[config.mk]
export PLATFORM = sky130hd
export DESIGN_NAME = pafo_top
export DESIGN_NICKNAME = d
export VERILOG_FILES = /design/src/pafo_pkg.sv /design/src/pafo_top.sv /design/src/pafo_pad.sv
export VERILOG_INCLUDE_DIRS = /design/src
export SDC_FILE = /design/constraint.sdc
export NUM_CORES = 1
export LEC_CHECK = 0
export ABC_AREA = 1
export BUFFER_PORTS_ARGS = -buffer_cell sky130_fd_sc_hd__buf_2
export CORE_UTILIZATION = 40
export DETAILED_ROUTE_END_ITERATION = 6
export PLACE_DENSITY_LB_ADDON = 0.08
export SLEW_MARGIN = 20
export SYNTH_ARGS = -nofsm -noshare
export SYNTH_HDL_FRONTEND = slang
export SYNTH_SLANG_ARGS = --single-unit
[constraint.sdc]
create_clock -name clk_i -period 1.21 [get_ports clk_i]
set_clock_uncertainty 0.2 [all_clocks]
set_input_delay 0.242 -clock clk_i [delete_from_list [all_inputs] [get_ports clk_i]]
set_output_delay 0.242 -clock clk_i [all_outputs]
set_load 0.1 [all_outputs]
[src/pafo_params.svh]
// constants for the port alternate-function override block
// assumes inclusion by pafo_top, the only module that includes it, guarded below
`ifndef PAFO_PARAMS_SVH
`define PAFO_PARAMS_SVH
`define PAFO_BIT_SS    0
`define PAFO_BIT_SCK   1
`define PAFO_BIT_MOSI  2
`define PAFO_BIT_MISO  3
`define PAFO_BIT_CMP_TMR2A 4
`define PAFO_BIT_CMP_TMR1A 5
`define PAFO_BIT_CMP_TMR1B 6
`define PAFO_BIT_CMP_TMR0A 7
`define PAFO_BIT_TMR0_CLK  7
`define PAFO_BIT_TMR1_CLK  6
`define PAFO_BIT_XCK   5
`define PAFO_BIT_ICP   4
`define PAFO_RST_BYTE  8'h00
`define PAFO_RST_BIT   1'h0
// select input idles high so no slave access is seen in reset
`define PAFO_RST_SEL   1'h1
`endif

[src/pafo_pkg.sv]
// types for the port alternate-function override block
// assumes nothing beyond the params header
package pafo_pkg;
   // one byte-wide port: direction, output and pin level
   typedef struct packed {
      logic [7:0] dir;
      logic [7:0] out;
      logic [7:0] pin;
   } pafo_port_s;
   // resolved pin control for eight pins
   typedef struct packed {
      logic [7:0] oe;
      logic [7:0] val;
      logic [7:0] pu;
      logic [7:0] die;
   } pafo_pad_s;
   typedef enum logic [1:0] {
      PAFO_ROLE_OFF,
      PAFO_ROLE_MASTER,
      PAFO_ROLE_SLAVE
   } pafo_role_e;
endpackage

[src/pafo_top.sv]
// port alternate-function override for the spi/timer, memory-address
// and timer-input/usart-clock pin groups
// assumes all inputs synchronous to clk_i; outputs registered one cycle
`timescale 1ns/1ps
`default_nettype none
`include "pafo_params.svh"
module pafo_top
   import pafo_pkg::*;
(
   input  wire logic       clk_i,
   input  wire logic       sys_rst_i,
   input  wire pafo_port_s portb_i,
   input  wire pafo_port_s portc_i,
   input  wire pafo_port_s portd_i,
   input  wire logic       global_pullup_disable_i,
   input  wire logic       serial_periph_enable_i,
   input  wire logic       serial_master_select_i,
   input  wire logic       spi_master_out_i,
   input  wire logic       spi_slave_out_i,
   input  wire logic       spi_clock_out_i,
   input  wire logic [7:0] pin_change_mask_i,
   input  wire logic       pin_change_group0_enable_i,
   input  wire logic       timer0_compare_a_en_i,
   input  wire logic       timer0_compare_a_out_i,
   input  wire logic       timer1_compare_a_en_i,
   input  wire logic       timer1_compare_a_out_i,
   input  wire logic       timer1_compare_b_en_i,
   input  wire logic       timer1_compare_b_out_i,
   input  wire logic       timer1_compare_c_en_i,
   input  wire logic       timer1_compare_c_out_i,
   input  wire logic       timer2_compare_a_en_i,
   input  wire logic       timer2_compare_a_out_i,
   input  wire logic       ext_memory_enable_i,
   input  wire logic [2:0] ext_memory_high_mask_i,
   input  wire logic [7:0] ext_memory_addr_hi_i,
   input  wire logic       usart_sync_mode_i,
   input  wire logic       usart_clock_out_i,
   output logic [7:0]      portb_oe_o,
   output logic [7:0]      portb_val_o,
   output logic [7:0]      portb_pu_o,
   output logic [7:0]      portb_die_o,
   output logic [7:0]      portc_oe_o,
   output logic [7:0]      portc_val_o,
   output logic [7:0]      portc_pu_o,
   output logic [7:0]      portd_oe_o,
   output logic [7:0]      portd_val_o,
   output logic [7:0]      portd_pu_o,
   output logic [7:0]      pin_change_src_o,
   output logic            spi_master_in_o,
   output logic            spi_slave_in_o,
   output logic            spi_clock_in_o,
   output logic            spi_select_in_o,
   output logic            spi_slave_active_o,
   output logic            timer0_ext_clock_in_o,
   output logic            timer1_ext_clock_in_o,
   output logic            timer1_capture_in_o,
   output logic            usart_sync_clock_in_o
);
   // ------------------------------------------------------------
   // spi role
   // ------------------------------------------------------------
   pafo_role_e role_w;
   assign role_w = !serial_periph_enable_i ? PAFO_ROLE_OFF :
                   serial_master_select_i  ? PAFO_ROLE_MASTER :
                                             PAFO_ROLE_SLAVE;
   wire logic is_mst_w;
   wire logic is_slv_w;
   assign is_mst_w = (role_w == PAFO_ROLE_MASTER);
   assign is_slv_w = (role_w == PAFO_ROLE_SLAVE);

   // ------------------------------------------------------------
   // group 0 overrides
   // ------------------------------------------------------------
   // master: miso forced in; slave: mosi, sck, ss forced in
   wire logic [3:0] spi_force_in_w;
   assign spi_force_in_w = {is_mst_w, is_slv_w, is_slv_w, is_slv_w};
   wire logic [7:0] b_in_force_w;
   assign b_in_force_w = {4'h0, spi_force_in_w};
   wire logic [7:0] b_val_take_w;
   wire logic [7:0] b_pvov_w;
   // value override follows the spi function whenever enabled
   // compare outputs only touch value; direction stays with software
   assign b_val_take_w = {timer0_compare_a_en_i | timer1_compare_c_en_i,
                          timer1_compare_b_en_i,
                          timer1_compare_a_en_i,
                          timer2_compare_a_en_i,
                          is_slv_w, is_mst_w, is_mst_w, 1'h0};
   assign b_pvov_w = {timer0_compare_a_out_i | timer1_compare_c_out_i,
                      timer1_compare_b_out_i,
                      timer1_compare_a_out_i,
                      timer2_compare_a_out_i,
                      spi_slave_out_i,
                      spi_master_out_i,
                      spi_clock_out_i,
                      1'b0};
   // forced-input pins take the port-bit pull-up, cleared by the global disable
   wire logic [7:0] b_puov_w;
   assign b_puov_w = portb_i.out & {8{~global_pullup_disable_i}};
   wire logic [7:0] b_buf_on_w;
   assign b_buf_on_w = pin_change_mask_i
                       & {8{pin_change_group0_enable_i}};
   pafo_pad_s pad_b_w;
   pafo_pad u_pad_b (
      .dir_i                          (portb_i.dir),
      .out_i                          (portb_i.out),
      .global_pullup_disable_i        (global_pullup_disable_i),
      .pullup_override_enable_i       (b_in_force_w),
      .puov_i                         (b_puov_w),
      .direction_override_enable_i    (b_in_force_w),
      .ddov_i                         (8'h00),
      .value_override_enable_i        (b_val_take_w),
      .pvov_i                         (b_pvov_w),
      .input_buffer_override_enable_i (b_buf_on_w),
      .pad_o                          (pad_b_w)
   );

   // ------------------------------------------------------------
   // group 1: high address byte
   // ------------------------------------------------------------
   function automatic logic [7:0] addr_take(input logic [2:0] m);
      logic [7:0] t;
      t = 8'h00;
      t[7] = (m < 3'h1);
      t[6] = (m < 3'h2);
      t[5] = (m < 3'h3);
      t[4] = (m < 3'h4);
      t[3] = (m < 3'h5);
      t[2] = (m < 3'h6);
      t[1] = (m < 3'h7);
      t[0] = (m < 3'h7);
      return t;
   endfunction
   wire logic [7:0] c_ov_w;
   assign c_ov_w = {8{ext_memory_enable_i}}
                   & addr_take(ext_memory_high_mask_i);
   pafo_pad_s pad_c_w;
   pafo_pad u_pad_c (
      .dir_i                          (portc_i.dir),
      .out_i                          (portc_i.out),
      .global_pullup_disable_i        (global_pullup_disable_i),
      .pullup_override_enable_i       (c_ov_w),
      .puov_i                         (8'h00),
      .direction_override_enable_i    (c_ov_w),
      .ddov_i                         (8'hff),
      .value_override_enable_i        (c_ov_w),
      .pvov_i                         (ext_memory_addr_hi_i),
      .input_buffer_override_enable_i (8'h00),
      .pad_o                          (pad_c_w)
   );

   // ------------------------------------------------------------
   // group 2: timer inputs and usart clock
   // ------------------------------------------------------------
   wire logic xck_oe_w;
   assign xck_oe_w = usart_sync_mode_i
                     & portd_i.dir[`PAFO_BIT_XCK];
   wire logic [7:0] d_ov_w;
   assign d_ov_w = {2'h0, xck_oe_w, 5'h00};
   wire logic [7:0] d_val_w;
   assign d_val_w = {2'h0, usart_clock_out_i, 5'h00};
   pafo_pad_s pad_d_w;
   pafo_pad u_pad_d (
      .dir_i                          (portd_i.dir),
      .out_i                          (portd_i.out),
      .global_pullup_disable_i        (global_pullup_disable_i),
      .pullup_override_enable_i       (8'h00),
      .puov_i                         (8'h00),
      .direction_override_enable_i    (d_ov_w),
      .ddov_i                         (8'hff),
      .value_override_enable_i        (d_ov_w),
      .pvov_i                         (d_val_w),
      .input_buffer_override_enable_i (8'h00),
      .pad_o                          (pad_d_w)
   );

   // ------------------------------------------------------------
   // input routing
   // ------------------------------------------------------------
   wire logic sel_w;
   assign sel_w = portb_i.pin[`PAFO_BIT_SS];
   // role split of the two data pins
   wire logic mst_in_w;
   wire logic slv_in_w;
   assign mst_in_w = is_mst_w & portb_i.pin[`PAFO_BIT_MISO];
   assign slv_in_w = is_slv_w & portb_i.pin[`PAFO_BIT_MOSI];
   wire logic xck_in_w;
   // in sync slave-clock mode the pin is the clock input; else idle low
   assign xck_in_w = usart_sync_mode_i & ~portd_i.dir[`PAFO_BIT_XCK]
                     & portd_i.pin[`PAFO_BIT_XCK];

   // ------------------------------------------------------------
   // output registers
   // ------------------------------------------------------------
   always_ff @(posedge clk_i) begin
      if (sys_rst_i) begin
         portb_oe_o <= `PAFO_RST_BYTE;
         portb_val_o <= `PAFO_RST_BYTE;
         portb_pu_o <= `PAFO_RST_BYTE;
         portb_die_o <= `PAFO_RST_BYTE;
         portc_oe_o <= `PAFO_RST_BYTE;
         portc_val_o <= `PAFO_RST_BYTE;
         portc_pu_o <= `PAFO_RST_BYTE;
         portd_oe_o <= `PAFO_RST_BYTE;
         portd_val_o <= `PAFO_RST_BYTE;
         portd_pu_o <= `PAFO_RST_BYTE;
         pin_change_src_o <= `PAFO_RST_BYTE;
         spi_master_in_o <= `PAFO_RST_BIT;
         spi_slave_in_o <= `PAFO_RST_BIT;
         spi_clock_in_o <= `PAFO_RST_BIT;
         spi_select_in_o <= `PAFO_RST_SEL;
         spi_slave_active_o <= `PAFO_RST_BIT;
         timer0_ext_clock_in_o <= `PAFO_RST_BIT;
         timer1_ext_clock_in_o <= `PAFO_RST_BIT;
         timer1_capture_in_o <= `PAFO_RST_BIT;
         usart_sync_clock_in_o <= `PAFO_RST_BIT;
      end else begin
         portb_oe_o <= pad_b_w.oe;
         portb_val_o <= pad_b_w.val;
         portb_pu_o <= pad_b_w.pu;
         portb_die_o <= pad_b_w.die;
         portc_oe_o <= pad_c_w.oe;
         portc_val_o <= pad_c_w.val;
         portc_pu_o <= pad_c_w.pu;
         portd_oe_o <= pad_d_w.oe;
         portd_val_o <= pad_d_w.val;
         portd_pu_o <= pad_d_w.pu;
         pin_change_src_o <= portb_i.pin;
         spi_master_in_o <= mst_in_w;
         spi_slave_in_o <= slv_in_w;
         spi_clock_in_o <= is_slv_w & portb_i.pin[`PAFO_BIT_SCK];
         spi_select_in_o <= is_slv_w ? sel_w : 1'b1;
         spi_slave_active_o <= is_slv_w & ~sel_w;
         timer0_ext_clock_in_o <= portd_i.pin[`PAFO_BIT_TMR0_CLK];
         timer1_ext_clock_in_o <= portd_i.pin[`PAFO_BIT_TMR1_CLK];
         timer1_capture_in_o <= portd_i.pin[`PAFO_BIT_ICP];
         usart_sync_clock_in_o <= xck_in_w;
      end
   end

   // ------------------------------------------------------------
   // assertions
   // ------------------------------------------------------------
   property p_miso_in;
      @(posedge clk_i) disable iff (sys_rst_i)
      is_mst_w |=> !portb_oe_o[`PAFO_BIT_MISO];
   endproperty
   a_miso_in: assert property (p_miso_in)
      else $error("miso driven as master");
   property p_miso_slv;
      @(posedge clk_i) disable iff (sys_rst_i)
      is_slv_w |=> portb_oe_o[3] == $past(portb_i.dir[3])
                   && portb_val_o[3] == $past(spi_slave_out_i);
   endproperty
   a_miso_slv: assert property (p_miso_slv)
      else $error("miso slave drive wrong");
   property p_pu_forced;
      @(posedge clk_i) disable iff (sys_rst_i)
      is_slv_w |=> portb_pu_o[0] == $past(portb_i.out[0]
                   & ~global_pullup_disable_i);
   endproperty
   a_pu_forced: assert property (p_pu_forced)
      else $error("forced input pull-up wrong");
   property p_mosi_in;
      @(posedge clk_i) disable iff (sys_rst_i)
      is_slv_w |=> !portb_oe_o[2] && spi_slave_in_o == $past(portb_i.pin[2]);
   endproperty
   a_mosi_in: assert property (p_mosi_in)
      else $error("mosi slave input wrong");
   property p_mosi_mst;
      @(posedge clk_i) disable iff (sys_rst_i)
      is_mst_w |=> portb_val_o[2] == $past(spi_master_out_i);
   endproperty
   a_mosi_mst: assert property (p_mosi_mst)
      else $error("mosi master value wrong");
   property p_slave_act;
      @(posedge clk_i) disable iff (sys_rst_i)
      spi_slave_active_o |-> $past(is_slv_w) && !$past(sel_w);
   endproperty
   a_slave_act: assert property (p_slave_act)
      else $error("slave active without select");
   property p_addr15;
      @(posedge clk_i) disable iff (sys_rst_i)
      (ext_memory_enable_i && ext_memory_high_mask_i == 3'h0)
      |=> portc_oe_o[7] && !portc_pu_o[7];
   endproperty
   a_addr15: assert property (p_addr15)
      else $error("address bit 15 not driven");
   property p_addr_rel;
      @(posedge clk_i) disable iff (sys_rst_i)
      (ext_memory_enable_i && ext_memory_high_mask_i == 3'h7)
      |=> portc_oe_o == $past(portc_i.dir);
   endproperty
   a_addr_rel: assert property (p_addr_rel)
      else $error("address pins not released");
   property p_xck;
      @(posedge clk_i) disable iff (sys_rst_i)
      !usart_sync_mode_i |=> portd_val_o[5] == $past(portd_i.out[5]);
   endproperty
   a_xck: assert property (p_xck)
      else $error("usart clock pin overridden");
   property p_sck_slv;
      @(posedge clk_i) disable iff (sys_rst_i)
      is_slv_w |=> !portb_oe_o[`PAFO_BIT_SCK]
                   && spi_clock_in_o == $past(portb_i.pin[`PAFO_BIT_SCK]);
   endproperty
   a_sck_slv: assert property (p_sck_slv)
      else $error("clock pin slave input wrong");
   property p_sck_mst;
      @(posedge clk_i) disable iff (sys_rst_i)
      is_mst_w |=> portb_oe_o[1] == $past(portb_i.dir[1])
                   && portb_val_o[1] == $past(spi_clock_out_i);
   endproperty
   a_sck_mst: assert property (p_sck_mst)
      else $error("clock pin master drive wrong");
   property p_ss_slv;
      @(posedge clk_i) disable iff (sys_rst_i)
      is_slv_w |=> !portb_oe_o[0]
                   && spi_select_in_o == $past(portb_i.pin[0]);
   endproperty
   a_ss_slv: assert property (p_ss_slv)
      else $error("select pin slave input wrong");
   property p_ss_mst;
      @(posedge clk_i) disable iff (sys_rst_i)
      is_mst_w |=> portb_oe_o[0] == $past(portb_i.dir[0])
                   && portb_val_o[0] == $past(portb_i.out[0]);
   endproperty
   a_ss_mst: assert property (p_ss_mst)
      else $error("select pin overridden as master");
   property p_split;
      @(posedge clk_i) disable iff (sys_rst_i)
      is_mst_w |=> !spi_slave_in_o
                   && spi_master_in_o == $past(portb_i.pin[3]);
   endproperty
   a_split: assert property (p_split)
      else $error("data pin role split wrong");
   property p_tmr_clk;
      @(posedge clk_i) disable iff (sys_rst_i)
      1'h1 |=> timer0_ext_clock_in_o == $past(portd_i.pin[7])
               && timer1_ext_clock_in_o == $past(portd_i.pin[6]);
   endproperty
   a_tmr_clk: assert property (p_tmr_clk)
      else $error("timer clock input routing wrong");
   property p_xck_out;
      @(posedge clk_i) disable iff (sys_rst_i)
      (usart_sync_mode_i && portd_i.dir[5])
      |=> portd_oe_o[5] && portd_val_o[5] == $past(usart_clock_out_i);
   endproperty
   a_xck_out: assert property (p_xck_out)
      else $error("usart clock pin not driven");
   c_master: cover property (@(posedge clk_i) disable iff (sys_rst_i)
      is_mst_w ##1 is_mst_w);
   c_slave_sel: cover property (@(posedge clk_i) disable iff (sys_rst_i)
      spi_slave_active_o);
   c_mem: cover property (@(posedge clk_i) disable iff (sys_rst_i)
      ext_memory_enable_i ##1 portc_oe_o == 8'hff);
   c_usart: cover property (@(posedge clk_i) disable iff (sys_rst_i)
      usart_sync_mode_i ##1 portd_oe_o[5]);
   c_cmp: cover property (@(posedge clk_i) disable iff (sys_rst_i)
      timer1_compare_b_en_i ##1 portb_val_o[6]);
endmodule
`default_nettype wire

[src/pafo_pad.sv]
// one generic override cell for eight pins
// assumes override enables and values are combinational from the caller
`timescale 1ns/1ps
`default_nettype none
module pafo_pad
   import pafo_pkg::*;
(
   input  wire logic [7:0] dir_i,
   input  wire logic [7:0] out_i,
   input  wire logic       global_pullup_disable_i,
   input  wire logic [7:0] pullup_override_enable_i,
   input  wire logic [7:0] puov_i,
   input  wire logic [7:0] direction_override_enable_i,
   input  wire logic [7:0] ddov_i,
   input  wire logic [7:0] value_override_enable_i,
   input  wire logic [7:0] pvov_i,
   input  wire logic [7:0] input_buffer_override_enable_i,
   output var  pafo_pad_s  pad_o
);
   // ------------------------------------------------------------
   // override muxes
   // ------------------------------------------------------------
   wire logic [7:0] oe_w;
   wire logic [7:0] val_w;
   wire logic [7:0] pu_norm_w;
   assign oe_w      = (direction_override_enable_i & ddov_i)
                      | (~direction_override_enable_i & dir_i);
   assign val_w     = (value_override_enable_i & pvov_i)
                      | (~value_override_enable_i & out_i);
   // pull-up only ever acts on an input pin
   assign pu_norm_w = out_i & ~dir_i & {8{~global_pullup_disable_i}};
   always_comb begin
      pad_o.oe  = oe_w;
      pad_o.val = val_w;
      pad_o.pu  = (pullup_override_enable_i & puov_i)
                  | (~pullup_override_enable_i & pu_norm_w);
      // input buffer is normally on; override can only force it on
      pad_o.die = input_buffer_override_enable_i | 8'hff;
   end
endmodule
`default_nettype wire

==> impl_results.md <==
* Max H-tree Level at 3
* Final Power at 8094 uW
* Largest net degree at the start of global routing at 19
* Flop and latch count out of synthesis at 90
* Slowest stage delay, CP at 510 ps
* Initial antenna violation count at 0
* Cell chain of the critical path: buf_12
* WP buf/inv at 1
* Worst slew pin tran at 414.1 ps
* Critical Path RT at 770 ps
* Final worst path period need at between 1500 and 2000 ps
* CTS tree: done
* CORE AREA at 6832 um2
* Max IR drop VDD at ~0.0013 V
* Hold depth at 3
* Worst Path Arrival at 1080 ps
* Failing checks: negative setup slack
* DP HPWL at 6336 um
* Final Hold Viols at 0
* Area leader, netlist: dfxtp_1
* Final non-filler cell total at 701
* Full die area at 7425 um2
* Die Span X at 86.17 um
* Slew margin rel. at 72.35%
* CP top delay family: flip-flops
* Iteration count of the initial detailed-routing pass at 4
* CTS Sinks at 90
* Mapped Avg Cell Area at 8.640 um2
* Number of synthesized flops with an enable pin at 0
* Ys flop type: dfxtp_1
* # rows at 30
* Count leader, synth: dfxtp_1
* Capturing element type of the critical path: output pin
* Max-slew violations at 0
* Final setup fails at a little over 100
* Io pins at 210
* Share of the synthesized area in the top cell type at around 64%
* Min-Delay Path Class: input pin to register
* CP max FO at 8
* Synth warnings at 0
* Pwr/cell area at about 1200 nW/um2
* Startpoint types: register
* Unrepaired setup endpoints after global routing: true
* Finished Core Util at 95.00%
* # DRC at 0
* Clock transition at path regs at ~100 ps
* Top cells by area, synth: dfxtp_1 (64%), nor2_1 (9.1%), inv_1 (7.5%), nand2_1 (5.4%), buf_4 (2.6%)
* Area of the multi-input gates at 749.5 um2
* Share of cells above drive strength 1 at 52.32%
* Via density per instance at 5.150
* Synthesized area at 2834 um2
* GP Congestion at 0.8290
* Crit path kind: register to output pin
* Maxcap violations at 0
* CTS Root Cell: clkbuf_8
* WP depth at 1
* Worst setup margin at -311.1 ps
* Slowest-stage cell, CP: dfxtp_4
* Post-Syn Nets at 441
* Vias in the first global route at 3732
* First-pass GRT wire length at 19600 um
* Nets at 712
* Routed Antenna Nets at 0
* Static leakage at 0.003082 uW
* Initial drt markers at 195
* Post-synthesis sequential area ratio at 63.58%
* Starting Density at 41.48%
* Total wire length at 15530 um
* Total GRT Usage at 36.10%
* Final period util at 125.7%
* Post-Syn Instances at between 300 and 400
* CTS max path bufs at 2
* Grt ovf at 0
* Synth async-reset ratio at 0%
* Layout area overhead at 129.0%
* WL per Instance at around 22 um
* Outcome: complete, but fails checks
* Die Y at 86.17 um
* Peak Freq at 657.4 MHz
* Worst slack at placement at -39.75 ps
* Unique masters post-synth at 17
* Synth top cells by count: dfxtp_1 (90), nor2_1 (69), inv_1 (57)
* Reg area at 1919 um2
* Via Count at 3610
* # placed instances at 601
* CTS Buf Count at 9
* Layout filler cell count at approximately 180
* PortBufs at about 190
-- placed cells by master (no fill, tap or decap) --
cell	count
a21oi_2	2
inv_1	57
clkinv_4	2
nor3_4	1
clkinv_2	1
nor2_1	67
inv_4	1
nor4_2	1
clkbuf_1	1
buf_4	6
clkinvlp_4	1
bufinv_16	1
o21ai_0	7
nand3_1	10
nor3_2	1
dfxtp_2	88
buf_12	98
dlygate4sd3_1	83
nor3_1	12
clkbuf_8	9
a21oi_1	12
buf_2	89
inv_2	2
diode_2	1
o21ai_2	2
dfxtp_4	2
nor2_2	3
nand2_1	38
nand3_2	2
nand2_2	3
nand3b_1	1
nor2_4	1
-- state kept, by name (all words and copies together) (netlist names), 8 cells and up --
signal / cells
portb_oe_o: 8
portb_val_o: 8
portd_val_o: 8
portd_pu_o: 8
portc_val_o: 8
portc_pu_o: 8
portb_pu_o: 8
portd_oe_o: 8
portc_oe_o: 8
pin_change_src_o: 8
-- logic make-up (layout without fill, tap and decap cells) --
kind of cell | count (synthesis) | in the layout | synth area share, %
compound gates | 23 | 23 | 4.194
flops | 90 | 90 | 63.58
buf+inv | 75 | 351 | 11.96
other cells | 0 | 1 | 0
simple gates | 140 | 140 | 20.27
-- repair_timing --
item,4_1_cts,5_1_grt
setup endpoints to repair,97,105
gates resized for setup,1,16
endpoints found under the hold margin,88,1
hold buffers,83,1
pin swaps,0,3
setup buffers,0,1
-- stage by stage --
step	hold WS (ps)	TNS [ps]	area [um2]
2_1_floorplan	111.2	-871.0	2957
3_3_place_gp	214.8	-37.46	5399
3_5_place_dp	220.4	-312.2	5399
4_1_cts	2.501	-13150	6426
5_1_grt	62.68	-16080	6487
6_report	37.30	-14190	6490
-- path summary, 6_finish.rpt --
check	startpoint	to
worst max-delay path	portb_die_o[6]	portb_die_o[1]
worst min-delay path	timer0_compare_a_en_i	portb_val_o[7]
-- where the power goes --
| group | internal (uW) | switching, uW |
|---|---|---|
| combinational | 975 | 1660 |
| sequential | 3140 | 149 |
| clock | 964 | 1210 |
| total | 5080 | 3020 |
-- per-layer routing --
layer	track usage [%]	part of all wire, %
met1	35.02	32
met4	19.70	6.4
met5	0	0
met2	68.76	52
met3	9.905	9.4
-- final cells by class --
cell class,instances,area share [%]
tap,96,1.851
antenna,1,0.03856
inverter,59,3.412
sequential,90,29.57
clock inverter,6,1.022
multi-input combinational,163,11.55
timing repair buffer,276,50.59
clock buffer,10,1.966
Power figures use the tool's default switching activity.
